File: src/core/lsi_pkg.sv
/*
 * Shared constants for the line status and interrupt identification block:
 * register offsets, field positions, identification codes, FIFO trigger levels,
 * break detector states and timing ratios.
 * Assumes a byte-wide register port with a 3-bit word index.
 */
package lsi_pkg;
    // Register indices on the plain register port
    localparam logic [2:0] REG_DATA = 3'h0;
    localparam logic [2:0] REG_INTEN = 3'h1;
    localparam logic [2:0] REG_IDENT = 3'h2;
    localparam logic [2:0] REG_LINE = 3'h5;
    localparam logic [2:0] REG_MODEM = 3'h6;
    // Line condition flag positions
    localparam int LS_DR = 0;
    localparam int LS_OE = 1;
    localparam int LS_PE = 2;
    localparam int LS_FE = 3;
    localparam int LS_BI = 4;
    localparam int LS_TX_HOLDING_EMPTY = 5;
    localparam int LS_TX_ALL_EMPTY = 6;
    localparam int LS_ERR = 7;
    // Interrupt enable positions
    localparam int IE_RDA = 0;
    localparam int IE_TX_HOLDING_EMPTY = 1;
    localparam int IE_LS = 2;
    localparam int IE_MS = 3;
    // FIFO control positions
    localparam int FC_EN = 0;
    localparam int FC_RXCLR = 1;
    localparam int FC_TXCLR = 2;
    localparam int FC_TRIG = 6;
    // Low nibble of the identification register
    localparam logic [3:0] ID_NONE = 4'h1;
    localparam logic [3:0] ID_LS = 4'h6;
    localparam logic [3:0] ID_RDA = 4'h4;
    localparam logic [3:0] ID_TOUT = 4'hc;
    localparam logic [3:0] ID_TX_HOLDING_EMPTY = 4'h2;
    localparam logic [3:0] ID_MS = 4'h0;
    // Receive FIFO trigger levels, selected by two control bits
    localparam logic [4:0] TRIG_L0 = 5'h01;
    localparam logic [4:0] TRIG_L1 = 5'h04;
    localparam logic [4:0] TRIG_L2 = 5'h08;
    localparam logic [4:0] TRIG_L3 = 5'h0e;
    // Reset values
    localparam logic [3:0] IER_RST = 4'h0;
    localparam logic [1:0] TRIG_RST = 2'h0;
    // Timing in character or bit units
    localparam int TIMEOUT_CHARS = 4;
    localparam int RESUME_HALF_DIV = 2;
    localparam int CNT_W = 24;
    // Break detector states
    typedef enum logic [2:0] {
        BRK_IDLE = 3'b001,
        BRK_LOW = 3'b010,
        BRK_HOLD = 3'b100
    } lsi_brk_t;
endpackage

File: src/core/lsi_line_status.sv
/*
 * Line status flags, receive/transmit character buffers, per-character error
 * tags on the receive buffer only, break detection, receive timeout and prioritised interrupt
 * identification with read freeze.
 * Assumes an external receiver and transmitter shift engine on the same clock,
 * a register port with one-cycle strobes, and modem delta logic elsewhere.
 */
// The implementer's own choices: the address map and the strobed register port.
`timescale 1ns/1ps
`default_nettype none
module lsi_line_status #(
    parameter int DEPTH = 16,
    parameter logic [15:0] BIT_CYCLES = 16'h0364
) (
    input wire logic ref_clk_i,                 // 100 MHz clock
    input wire logic nrst_i,                    // Async reset, active low
    input wire logic [2:0] addr_i,              // Register index
    input wire logic [7:0] wdata_i,             // Write data
    input wire logic wr_i,                      // Write strobe
    input wire logic rd_i,                      // Read strobe
    output logic [7:0] rdata_o,                 // Read data, cycle after strobe
    input wire logic serial_in_i,               // Serial line level
    input wire logic [3:0] frame_bits_i,        // Bits per frame incl. start/stop
    input wire logic rx_char_done_i,            // Receiver finished a character
    input wire logic [7:0] rx_data_i,           // Received character
    input wire logic rx_parity_en_i,            // Parity checked
    input wire logic rx_even_i,                 // Even parity selected
    input wire logic rx_parity_bit_i,           // Received parity bit
    input wire logic rx_stop_bit_i,             // Sampled stop bit
    output logic rx_resume_ok_o,                // Receiver may hunt for start
    input wire logic tx_shift_load_i,           // Shifter takes head character
    input wire logic tx_shift_empty_i,          // Shifter idle
    output logic [7:0] tx_data_o,               // Head transmit character
    output logic tx_avail_o,                    // Transmit character waiting
    input wire logic modem_delta_i,             // Any modem delta pending
    input wire logic [7:0] modem_status_i,      // Modem status byte
    output logic modem_read_o,                  // Modem status being read
    output logic int_pending_o                  // Interrupt pending, active high
);
    localparam int AW = $clog2(DEPTH);
    localparam logic [AW:0] FULL_CNT = (AW+1)'(DEPTH);
    localparam logic [lsi_pkg::CNT_W-1:0] HALF_BIT =
        lsi_pkg::CNT_W'((32'(BIT_CYCLES) + 1) / lsi_pkg::RESUME_HALF_DIV);

    // Register decode
    wire rd_data = rd_i && addr_i == lsi_pkg::REG_DATA;
    wire wr_data = wr_i && addr_i == lsi_pkg::REG_DATA;
    wire wr_ier = wr_i && addr_i == lsi_pkg::REG_INTEN;
    wire rd_iir = rd_i && addr_i == lsi_pkg::REG_IDENT;
    wire wr_fcr = wr_i && addr_i == lsi_pkg::REG_IDENT;
    wire rd_lsr = rd_i && addr_i == lsi_pkg::REG_LINE;
    wire wr_lsr = wr_i && addr_i == lsi_pkg::REG_LINE;
    assign modem_read_o = rd_i && addr_i == lsi_pkg::REG_MODEM;

    // Control registers
    logic fifo_mode_r;
    logic [3:0] ier_r;
    logic [1:0] trig_r;
    wire mode_chg = wr_fcr && wdata_i[lsi_pkg::FC_EN] != fifo_mode_r;
    // Other control bits only take effect with the enable bit written as one
    wire fcr_live = wr_fcr && wdata_i[lsi_pkg::FC_EN];
    wire rx_clr = mode_chg || (fcr_live && wdata_i[lsi_pkg::FC_RXCLR]);
    wire tx_clr = mode_chg || (fcr_live && wdata_i[lsi_pkg::FC_TXCLR]);
    always_ff @(posedge ref_clk_i or negedge nrst_i) begin
        if (!nrst_i) begin
            fifo_mode_r <= 1'b0;
            ier_r <= lsi_pkg::IER_RST;
            trig_r <= lsi_pkg::TRIG_RST;
        end else begin
            if (wr_fcr) fifo_mode_r <= wdata_i[lsi_pkg::FC_EN];
            if (fcr_live) trig_r <= wdata_i[lsi_pkg::FC_TRIG +: 2];
            if (wr_ier) ier_r <= wdata_i[3:0];
        end
    end

    // Character time and derived spans
    wire [lsi_pkg::CNT_W-1:0] char_cyc =
        lsi_pkg::CNT_W'(frame_bits_i) * lsi_pkg::CNT_W'(BIT_CYCLES);
    wire [lsi_pkg::CNT_W-1:0] tout_cyc =
        lsi_pkg::CNT_W'(char_cyc * lsi_pkg::CNT_W'(lsi_pkg::TIMEOUT_CHARS));
    wire [lsi_pkg::CNT_W-1:0] tx_holding_empty_dly_cyc = char_cyc - lsi_pkg::CNT_W'(BIT_CYCLES);

    // Break detector
    lsi_pkg::lsi_brk_t brk_st_r, brk_st_nxt;
    logic [lsi_pkg::CNT_W-1:0] line_cnt_r, line_cnt_nxt;
    logic brk_evt;
    always_comb begin
        brk_st_nxt = brk_st_r;
        line_cnt_nxt = line_cnt_r;
        brk_evt = 1'b0;
        unique case (brk_st_r)
            lsi_pkg::BRK_IDLE: begin
                line_cnt_nxt = lsi_pkg::CNT_W'(1);
                if (!serial_in_i) brk_st_nxt = lsi_pkg::BRK_LOW;
            end
            lsi_pkg::BRK_LOW: begin
                line_cnt_nxt = line_cnt_r + lsi_pkg::CNT_W'(1);
                if (serial_in_i) begin
                    brk_st_nxt = lsi_pkg::BRK_IDLE;
                end else if (line_cnt_r >= char_cyc) begin
                    brk_evt = 1'b1;
                    brk_st_nxt = lsi_pkg::BRK_HOLD;
                    line_cnt_nxt = '0;
                end
            end
            lsi_pkg::BRK_HOLD: begin
                // Receiver stays parked until the line idles half a bit
                line_cnt_nxt = serial_in_i ? line_cnt_r + lsi_pkg::CNT_W'(1) : '0;
                if (serial_in_i && line_cnt_nxt >= HALF_BIT) begin
                    brk_st_nxt = lsi_pkg::BRK_IDLE;
                end
            end
        endcase
    end
    assign rx_resume_ok_o = brk_st_r != lsi_pkg::BRK_HOLD;
    always_ff @(posedge ref_clk_i or negedge nrst_i) begin
        if (!nrst_i) begin
            brk_st_r <= lsi_pkg::BRK_IDLE;
            line_cnt_r <= '0;
        end else begin
            brk_st_r <= brk_st_nxt;
            line_cnt_r <= line_cnt_nxt;
        end
    end

    // Receive buffer: tag bits {break, bad stop, parity} above the data byte
    logic [10:0] rx_mem [DEPTH];
    logic [AW-1:0] rx_rd_r, rx_wr_r;
    logic [AW:0] rx_cnt_r, rx_cnt_nxt;
    wire rx_par_bad = rx_parity_en_i && (^rx_data_i ^ rx_parity_bit_i ^ ~rx_even_i);
    wire rx_push = brk_evt || rx_char_done_i;
    wire [10:0] push_word = brk_evt ? 11'h400 : {1'b0, ~rx_stop_bit_i, rx_par_bad, rx_data_i};
    wire rx_full = fifo_mode_r ? rx_cnt_r == FULL_CNT : rx_cnt_r != '0;
    wire [10:0] rx_head = rx_mem[rx_rd_r];
    wire rx_pop = rd_data && rx_cnt_r != '0;
    // Character mode overwrites the single entry; a full FIFO drops it
    wire rx_take = rx_push && (!fifo_mode_r || !rx_full);
    wire overrun = rx_push && rx_full && !(rx_pop && !fifo_mode_r);
    wire [AW-1:0] rx_wr_idx = fifo_mode_r ? rx_wr_r : rx_rd_r;
    always_comb begin
        if (rx_clr) begin
            rx_cnt_nxt = '0;
        end else if (fifo_mode_r) begin
            rx_cnt_nxt = rx_cnt_r + (AW+1)'(rx_take) - (AW+1)'(rx_pop);
        end else begin
            rx_cnt_nxt = rx_take ? (AW+1)'(1) : rx_pop ? '0 : rx_cnt_r;
        end
    end
    // New head in FIFO mode: push into empty, or pop with more behind
    wire head_load = fifo_mode_r && ((rx_pop && rx_cnt_r > (AW+1)'(1)) ||
                     (rx_take && rx_cnt_nxt == (AW+1)'(1)));
    logic head_new_r;
    always_ff @(posedge ref_clk_i) begin
        if (rx_take) rx_mem[rx_wr_idx] <= push_word;
    end
    always_ff @(posedge ref_clk_i or negedge nrst_i) begin
        if (!nrst_i) begin
            rx_rd_r <= '0;
            rx_wr_r <= '0;
            rx_cnt_r <= '0;
            head_new_r <= 1'b0;
        end else begin
            rx_cnt_r <= rx_cnt_nxt;
            head_new_r <= head_load && !rx_clr;
            if (rx_clr) begin
                rx_rd_r <= '0;
                rx_wr_r <= '0;
            end else if (fifo_mode_r) begin
                if (rx_pop) rx_rd_r <= rx_rd_r + AW'(1);
                if (rx_take) rx_wr_r <= rx_wr_r + AW'(1);
            end
        end
    end

    // Count of tagged entries still in the FIFO
    logic [AW:0] err_cnt_r, err_cnt_nxt;
    wire push_err = fifo_mode_r && rx_take && |push_word[10:8];
    wire pop_err = fifo_mode_r && rx_pop && |rx_head[10:8];
    assign err_cnt_nxt = rx_clr ? '0 : err_cnt_r + (AW+1)'(push_err) - (AW+1)'(pop_err);

    // Receive timeout: restarted by any accepted push or pop, or while empty or in character mode
    logic [lsi_pkg::CNT_W-1:0] to_cnt_r;
    logic tout_r;
    wire to_idle = !fifo_mode_r || rx_cnt_r == '0 || rx_take || rx_pop;
    always_ff @(posedge ref_clk_i or negedge nrst_i) begin
        if (!nrst_i) begin
            to_cnt_r <= '0;
            tout_r <= 1'b0;
            err_cnt_r <= '0;
        end else begin
            err_cnt_r <= err_cnt_nxt;
            to_cnt_r <= to_idle ? '0 : to_cnt_r + lsi_pkg::CNT_W'(1);
            if (!to_idle && to_cnt_r + lsi_pkg::CNT_W'(1) >= tout_cyc) begin
                tout_r <= 1'b1;
            end else if (rx_pop || rx_clr) begin
                tout_r <= 1'b0;
            end
        end
    end

    // Transmit buffer
    logic [7:0] tx_mem [DEPTH];
    logic [AW-1:0] tx_rd_r, tx_wr_r;
    logic [AW:0] tx_cnt_r, tx_cnt_nxt;
    logic had_two_r;
    wire tx_full = fifo_mode_r ? tx_cnt_r == FULL_CNT : 1'b0;
    wire tx_take = wr_data && !tx_full;
    wire tx_pop = tx_shift_load_i && tx_cnt_r != '0;
    wire [AW-1:0] tx_wr_idx = fifo_mode_r ? tx_wr_r : tx_rd_r;
    always_comb begin
        if (tx_clr) begin
            tx_cnt_nxt = '0;
        end else if (fifo_mode_r) begin
            tx_cnt_nxt = tx_cnt_r + (AW+1)'(tx_take) - (AW+1)'(tx_pop);
        end else begin
            tx_cnt_nxt = tx_take ? (AW+1)'(1) : tx_pop ? '0 : tx_cnt_r;
        end
    end
    assign tx_data_o = tx_mem[tx_rd_r];
    assign tx_avail_o = tx_cnt_r != '0;
    wire tx_emptied = tx_cnt_r != '0 && tx_cnt_nxt == '0;
    always_ff @(posedge ref_clk_i) begin
        if (tx_take) tx_mem[tx_wr_idx] <= wdata_i;
    end
    always_ff @(posedge ref_clk_i or negedge nrst_i) begin
        if (!nrst_i) begin
            tx_rd_r <= '0;
            tx_wr_r <= '0;
            tx_cnt_r <= '0;
            had_two_r <= 1'b0;
        end else begin
            tx_cnt_r <= tx_cnt_nxt;
            // Remembers two at once since the FIFO was last empty
            had_two_r <= tx_cnt_nxt == '0 ? 1'b0 : had_two_r || tx_cnt_nxt > (AW+1)'(1);
            if (tx_clr) begin
                tx_rd_r <= '0;
                tx_wr_r <= '0;
            end else if (fifo_mode_r) begin
                if (tx_pop) tx_rd_r <= tx_rd_r + AW'(1);
                if (tx_take) tx_wr_r <= tx_wr_r + AW'(1);
            end
        end
    end

    // Delayed holding-empty after a single-character burst
    logic [lsi_pkg::CNT_W-1:0] dly_cnt_r;
    logic dly_run_r;
    wire dly_start = fifo_mode_r && tx_emptied && !had_two_r && !tx_clr;
    wire dly_done = dly_run_r && dly_cnt_r <= lsi_pkg::CNT_W'(1);
    always_ff @(posedge ref_clk_i or negedge nrst_i) begin
        if (!nrst_i) begin
            dly_cnt_r <= '0;
            dly_run_r <= 1'b0;
        end else if (dly_start) begin
            dly_cnt_r <= tx_holding_empty_dly_cyc;
            dly_run_r <= 1'b1;
        end else if (tx_take || dly_done || tx_clr) begin
            dly_run_r <= 1'b0;
        end else if (dly_run_r) begin
            dly_cnt_r <= dly_cnt_r - lsi_pkg::CNT_W'(1);
        end
    end

    // Line condition flags: write as base, then clears, then sets
    logic dr_r, oe_r, pe_r, fe_r, bi_r, tx_holding_empty_r, tx_all_empty_r, err_sum_r;
    logic dr_nxt, oe_nxt, pe_nxt, fe_nxt, bi_nxt, tx_holding_empty_nxt, tx_all_empty_nxt;
    wire tx_holding_empty_set = (fifo_mode_r ? (tx_emptied && had_two_r) || dly_done
                     : tx_pop && tx_cnt_nxt == '0) || tx_clr;
    wire [2:0] tag_set = fifo_mode_r ? (head_new_r ? rx_head[10:8] : 3'h0)
                         : (rx_take ? push_word[10:8] : 3'h0);
    // A load cycle still shows the shifter idle, so it must not count as empty
    wire tx_idle = tx_cnt_nxt == '0 && tx_shift_empty_i && !tx_shift_load_i && !tx_take;
    always_comb begin
        dr_nxt = wr_lsr ? wdata_i[lsi_pkg::LS_DR] : dr_r;
        oe_nxt = wr_lsr ? wdata_i[lsi_pkg::LS_OE] : oe_r && !rd_lsr;
        pe_nxt = wr_lsr ? wdata_i[lsi_pkg::LS_PE] : pe_r && !rd_lsr;
        fe_nxt = wr_lsr ? wdata_i[lsi_pkg::LS_FE] : fe_r && !rd_lsr;
        bi_nxt = wr_lsr ? wdata_i[lsi_pkg::LS_BI] : bi_r && !rd_lsr;
        tx_holding_empty_nxt = wr_lsr ? wdata_i[lsi_pkg::LS_TX_HOLDING_EMPTY] : tx_holding_empty_r && !tx_take;
        tx_all_empty_nxt = wr_lsr ? wdata_i[lsi_pkg::LS_TX_ALL_EMPTY] : tx_all_empty_r && !tx_take;
        if (fifo_mode_r ? rx_cnt_nxt == '0 : rx_pop) dr_nxt = 1'b0;
        if (rx_take) dr_nxt = 1'b1;
        if (overrun) oe_nxt = 1'b1;
        if (tag_set[0]) pe_nxt = 1'b1;
        if (tag_set[1]) fe_nxt = 1'b1;
        if (tag_set[2]) bi_nxt = 1'b1;
        if (tx_holding_empty_set) tx_holding_empty_nxt = 1'b1;
        if (tx_idle) tx_all_empty_nxt = 1'b1;
    end
    wire [7:0] lsr_val = {err_sum_r, tx_all_empty_r, tx_holding_empty_r, bi_r, fe_r, pe_r, oe_r, dr_r};
    always_ff @(posedge ref_clk_i or negedge nrst_i) begin
        if (!nrst_i) begin
            {dr_r, oe_r, pe_r, fe_r, bi_r} <= 5'h00;
            tx_holding_empty_r <= 1'b1;
            tx_all_empty_r <= 1'b1;
            err_sum_r <= 1'b0;
        end else begin
            {dr_r, oe_r, pe_r, fe_r, bi_r} <= {dr_nxt, oe_nxt, pe_nxt, fe_nxt, bi_nxt};
            tx_holding_empty_r <= tx_holding_empty_nxt;
            tx_all_empty_r <= tx_all_empty_nxt;
            // Summary is not writable; a new tagged push beats the read clear
            if (!fifo_mode_r || rx_clr) err_sum_r <= 1'b0;
            else if (push_err) err_sum_r <= 1'b1;
            else if (rd_lsr && err_cnt_nxt == '0) err_sum_r <= 1'b0;
            else if (err_cnt_r != '0) err_sum_r <= 1'b1;
        end
    end

    // Interrupt classes and identification
    logic tx_holding_empty_int_r, frozen_r;
    logic [3:0] frz_id_r;
    wire [4:0] rx_lvl = trig_r == 2'h0 ? lsi_pkg::TRIG_L0 : trig_r == 2'h1 ? lsi_pkg::TRIG_L1 :
                        trig_r == 2'h2 ? lsi_pkg::TRIG_L2 : lsi_pkg::TRIG_L3;
    wire ls_act = ier_r[lsi_pkg::IE_LS] && (oe_r || pe_r || fe_r || bi_r);
    wire rda_act = ier_r[lsi_pkg::IE_RDA] &&
                   (fifo_mode_r ? 32'(rx_cnt_r) >= 32'(rx_lvl) : dr_r);
    wire to_act = ier_r[lsi_pkg::IE_RDA] && tout_r;
    wire tx_holding_empty_act = ier_r[lsi_pkg::IE_TX_HOLDING_EMPTY] && tx_holding_empty_int_r;
    wire ms_act = ier_r[lsi_pkg::IE_MS] && modem_delta_i;
    // Fixed ranking, line status first and modem last
    wire [3:0] live_id = ls_act ? lsi_pkg::ID_LS : rda_act ? lsi_pkg::ID_RDA :
                         to_act ? lsi_pkg::ID_TOUT : tx_holding_empty_act ? lsi_pkg::ID_TX_HOLDING_EMPTY :
                         ms_act ? lsi_pkg::ID_MS : lsi_pkg::ID_NONE;
    wire [3:0] shown_id = frozen_r ? frz_id_r : live_id;
    wire frz_alive = frz_id_r == lsi_pkg::ID_LS ? ls_act : frz_id_r == lsi_pkg::ID_RDA ? rda_act :
                     frz_id_r == lsi_pkg::ID_TOUT ? to_act : frz_id_r == lsi_pkg::ID_TX_HOLDING_EMPTY ?
                     tx_holding_empty_act : ms_act;
    wire tx_holding_empty_rise = tx_holding_empty_nxt && !tx_holding_empty_r;
    wire tx_holding_empty_en_rise = wr_ier && wdata_i[lsi_pkg::IE_TX_HOLDING_EMPTY] && !ier_r[lsi_pkg::IE_TX_HOLDING_EMPTY] && tx_holding_empty_r;
    wire tx_holding_empty_int_clr = tx_take || (rd_iir && shown_id == lsi_pkg::ID_TX_HOLDING_EMPTY);
    assign int_pending_o = !shown_id[0];
    always_ff @(posedge ref_clk_i or negedge nrst_i) begin
        if (!nrst_i) begin
            tx_holding_empty_int_r <= 1'b0;
            frozen_r <= 1'b0;
            frz_id_r <= lsi_pkg::ID_NONE;
        end else begin
            // Set beats clear so an empty event on the clearing cycle survives
            if (tx_holding_empty_rise || mode_chg || tx_holding_empty_en_rise) tx_holding_empty_int_r <= 1'b1;
            else if (tx_holding_empty_int_clr) tx_holding_empty_int_r <= 1'b0;
            if (!frozen_r && rd_iir && live_id != lsi_pkg::ID_NONE) begin
                frozen_r <= 1'b1;
                frz_id_r <= live_id;
            end else if (frozen_r && !frz_alive) begin
                frozen_r <= 1'b0;
            end
        end
    end

    // Read data mux, zero outside the answer cycle
    wire [7:0] iir_val = {fifo_mode_r, fifo_mode_r, 2'b00, shown_id};
    wire [7:0] rd_mux = addr_i == lsi_pkg::REG_DATA ? rx_head[7:0] :
                        addr_i == lsi_pkg::REG_INTEN ? {4'h0, ier_r} :
                        addr_i == lsi_pkg::REG_IDENT ? iir_val :
                        addr_i == lsi_pkg::REG_LINE ? lsr_val :
                        addr_i == lsi_pkg::REG_MODEM ? modem_status_i : 8'h00;
    always_ff @(posedge ref_clk_i or negedge nrst_i) begin
        if (!nrst_i) rdata_o <= 8'h00;
        else rdata_o <= rd_i ? rd_mux : 8'h00;
    end
endmodule
`default_nettype wire

File: config.mk
export PLATFORM = sky130hd
export DESIGN_NAME = lsi_line_status
export DESIGN_NICKNAME = d
export VERILOG_FILES = /design/src/core/lsi_pkg.sv /design/src/core/lsi_line_status.sv
export SDC_FILE = /design/constraint.sdc
export NUM_CORES = 1
export LEC_CHECK = 0
export ABC_AREA = 1
export BUFFER_PORTS_ARGS = -buffer_cell sky130_fd_sc_hd__buf_4
export CAP_MARGIN = 20
export CORE_MARGIN = 3
export CORE_UTILIZATION = 30
export DETAILED_ROUTE_END_ITERATION = 12
export PLACE_DENSITY = 0.41
export SLEW_MARGIN = 20
export SYNTH_ARGS = -nofsm -noshare
export SYNTH_HDL_FRONTEND = slang
export SYNTH_SLANG_ARGS = --single-unit
File: constraint.sdc
create_clock -name ref_clk_i -period 4.26 [get_ports ref_clk_i]
set_input_delay 0.426 -clock ref_clk_i [delete_from_list [all_inputs] [get_ports ref_clk_i]]
set_output_delay 0.426 -clock ref_clk_i [all_outputs]
set_load 0.005 [all_outputs]
==> results.tsv <==
stage	metric	value	unit
worst_setup_path	most frequent CP cell	nor2_1	
worst_hold_path	Hold Crit Class	input pin to flop	
timing	Tmin final	4650	ps
run_status	failing checks	setup timing	
drt	WL per Instance	19.0	um
cells_and_area	layout cells sized above 1	0.161	
cts	worst skew pair latency	610	ps
global_routing	All-Layer GR Usage	0.171	
logic_synthesis	Synth Warn #	0	
global_routing	M2 GR Usage	0.277	
power_and_ir_drop	Reg power frac	0.367	
placed_design	post-detail-place hpwl	44.1	mm
cts	CTS Sinks	443	
logic_synthesis	Cells after Synth	2232	
worst_hold_path	WHS Path Cells	2	
global_routing	M3 GR Usage	0.0297	
cells_and_area	Final nets	2540	
timing	Max-slew headroom	0.350	
global_routing	initial antenna violation count	2	
cts	TritonCTS clock tree	done	
logic_synthesis	Cell variety after synth	61	
drt	DRC	0	
logic_synthesis	Post-synth EDFFs	304	
worst_setup_path	largest stage delay on the critical path	370	ps
cts	Worst-path clk slew	60	ps
drt	Routed WL	64.8	mm
worst_setup_path	CP Class	input pin to flop	
global_routing	vias in the first global route	16500	
timing	final hold vios	0	
floorplanning	Die Area	76100	um2
drt	DRT iter0 DRCs	1011	
logic_synthesis	Yosys reg bits	443	
timing	unrepaired setup endpoints after global routing	yes	
floorplanning	Die Y-Extent	276	um
drt	1st-pass router iterations	5	
worst_setup_path	startpoint types	input pin	
worst_setup_path	Buf+Inv Stages, Crit Path	5	
worst_setup_path	Reg2Reg Launch Point	tx_cnt_r[2]$_DFF_PN0_	
worst_hold_path	min-delay src	rx_stop_bit_i	
worst_setup_path	crit-path max FO	4	
timing	final setup fails	5	
placed_design	Final GP Congestion	0.841	
worst_setup_path	depth of the most critical reg-to-reg path	24	
global_routing	pin count of the biggest net entering global routing	90	
cells_and_area	post-layout util	0.371	
floorplanning	# IOs	64	
cts	clock buffer depth	3	
worst_setup_path	endpoint class of the critical path	flop	
cells_and_area	fill cell count	7329	
global_routing	busiest grt layer	met2	
cells_and_area	multi-input logic area	8460	um2
power_and_ir_drop	leakage	10.8	nW
drt	number of vias per cell	4.84	
worst_setup_path	CP max stage cell	fa_2	
global_routing	M1 GR Usage	0.236	
drt	total number of vias	16500	
timing	Final period util	1.09	
timing	Worst Max-Slew Pin Slew	972	ps
cts	TritonCTS buffer count	55	
logic_synthesis	Synth area leader	edfxtp_1	
worst_setup_path	Worst Path Arrival	5130	ps
cts	number of H-tree levels	2	
cts	clk root buf	clkbuf_16	
placed_design	Port Buffers	63	
logic_synthesis	async set-reset flop share out of synthesis	0.314	
power_and_ir_drop	Total Power	14.7	mW
worst_setup_path	Worst R2R Setup Slack	360	ps
power_and_ir_drop	Comb pwr share	0.324	
placed_design	Place WS	-1160	ps
power_and_ir_drop	Pint	9.55	mW
drt	post-route ant nets	0	
power_and_ir_drop	Worst VDD drop	284	uV
timing	worst setup margin	-392	ps
logic_synthesis	syn avg cell area	9.78	um2
power_and_ir_drop	Sw Pwr	5.19	mW
power_and_ir_drop	Sw Ratio	0.352	
cells_and_area	area grow syn2layout	22.1	%
power_and_ir_drop	clock network fraction of total power	0.309	
logic_synthesis	synthesized area	21800	um2
logic_synthesis	synthesized net count	2356	
run	# Max-Cap Violations	0	
logic_synthesis	count leader, synth	nand2_1	
global_routing	Overflow after GRT	0	
logic_synthesis	area fraction of the dominant cell type after synthesis	0.418	
global_routing	global-route wire length before repair	99.9	mm
power_and_ir_drop	Cell Pwr Density	553	nW/um2
floorplanning	CORE AREA	71900	um2
cells_and_area	area occupied by registers	12600	um2
floorplanning	num rows	98	
worst_setup_path	Top delay family on crit path	adder cells	
logic_synthesis	synth cell count leaders	nand2_1, edfxtp_1, nor2_1, inv_1, o21ai_0	
logic_synthesis	register area share after synthesis	0.577	
logic_synthesis	synth top area cells	edfxtp_1, dfrtp_1, nand2_1	
run_status	status	finished with violations	
logic_synthesis	commonest register cell after synthesis	edfxtp_1	
worst_setup_path	critical path depth in cells	35	
floorplanning	initial cell density of the core	0.304	
worst_hold_path	Hold Path End	fe_r$_DFF_PN0_	
timing	maximum clock frequency	215	MHz
worst_setup_path	reg2reg end	dly_cnt_r[23]$_DFFE_PN0P_	
worst_setup_path	data required time of the worst path	4740	ps
timing	Setup Skew	29.1	ps
timing	max-slew violation count	0	
floorplanning	die width	276	um
## registers in the layout, summed over array words and instances, names as in the netlist, 5 cells and up
| name | flops |
|---|---|
| rx_mem | 176 |
| err_cnt_r | 5 |
| line_cnt_r | 24 |
| tx_mem | 128 |
| rdata_o | 8 |
| tx_cnt_r | 5 |
| dly_cnt_r | 24 |
| rx_cnt_r | 5 |
| to_cnt_r | 24 |
## final cells by class
type / count / area share
Sequential cell: 443 / 0.473
Multi-Input combinational cell: 1476 / 0.317
Timing Repair Buffer: 202 / 0.0659
Clock buffer: 67 / 0.0553
Tap cell: 950 / 0.0446
Inverter: 238 / 0.0338
Clock inverter: 32 / 0.0104
Antenna cell: 1 / 0.0000938
## through the flow
stage / instances / hold slack, ps / cell area, um2 / TNS [ps]
after floorplan: 2232 / 130 / 22100 / -4150
after global placement: 3283 / 471 / 24500 / -147850
after detailed placement: 3283 / 476 / 24500 / -158200
after CTS: 3399 / 17.2 / 26500 / -1140
after global routing: 3408 / 48.0 / 26700 / -2970
final: 3409 / 81.9 / 26700 / -1260
## logic make-up after synthesis
family / count (synthesis) / synth area share
AND/OR/NAND/NOR: 904 / 0.175
flip-flops: 443 / 0.577
AO/OA/AOI/OAI: 407 / 0.111
buffers and inverters: 314 / 0.0544
XOR/XNOR: 80 / 0.0321
adder cells (fa/ha/maj): 80 / 0.0479
multiplexers: 4 / 0.00195
## power groups by stage
| stage | sequential, mW | clock, mW | combinational (mW) |
|---|---|---|---|
| after floorplan | 5.37 | 0 | 3.00 |
| after global placement | 5.49 | 0 | 4.57 |
| after detailed placement | 5.49 | 0 | 4.60 |
| after CTS | 5.41 | 4.69 | 4.75 |
| after global routing | 5.47 | 4.85 | 5.40 |
| final | 5.41 | 4.55 | 4.78 |
## layout by cell type, fill, tap and decap left out, drive strengths merged, types with 4 or more instances in the layout
master and n:
o22ai 22, fa 6, o21ai 147, clkbuf 67
ha 74, nor4 11, a221oi 29, nor3 40
bufinv 4, inv 236, a21oi 130, buf 201
nand3 119, nand4 37, clkinv 26, dfrtp 135
clkinvlp 4, xnor2 28, o31ai 7, dfstp 4
edfxtp 304, o21a 4, a31oi 16, o211ai 7
nand3b 4, nor2 279, nand2 402, or2 6
o311ai 4, a22oi 7, xor2 52, o221ai 10
## worst max-delay path by stage
stage | end | slack [ps] | startpoint
floorplan | dr_r$_DFFE_PN0P_ | -760 | frame_bits_i[2]
global placement | dr_r$_DFFE_PN0P_ | -1160 | frame_bits_i[2]
detailed placement | dr_r$_DFFE_PN0P_ | -1160 | frame_bits_i[2]
CTS | err_sum_r$_DFFE_PN0P_ | -260 | frame_bits_i[2]
global route | dr_r$_DFFE_PN0P_ | -620 | frame_bits_i[2]
finish | err_sum_r$_DFFE_PN0P_ | -390 | frame_bits_i[2]
## per-layer routing
layer,vias up,share of wire
met4,2,0.021
met2,269,0.46
met3,94,0.043
met1,8062,0.48
met5,-,0.00020
li1,8082,-
## repair_timing
item                                    CTS  global route
endpoints found under the setup margin    5           102
resized for setup                        23            25
endpoints found under the hold margin    83             0
hold buffers                              1             0
setup buffers                            16            13
gates cloned                              0             1
pin swaps                                35            13
Note: power is estimated with default switching activity, not from simulation.
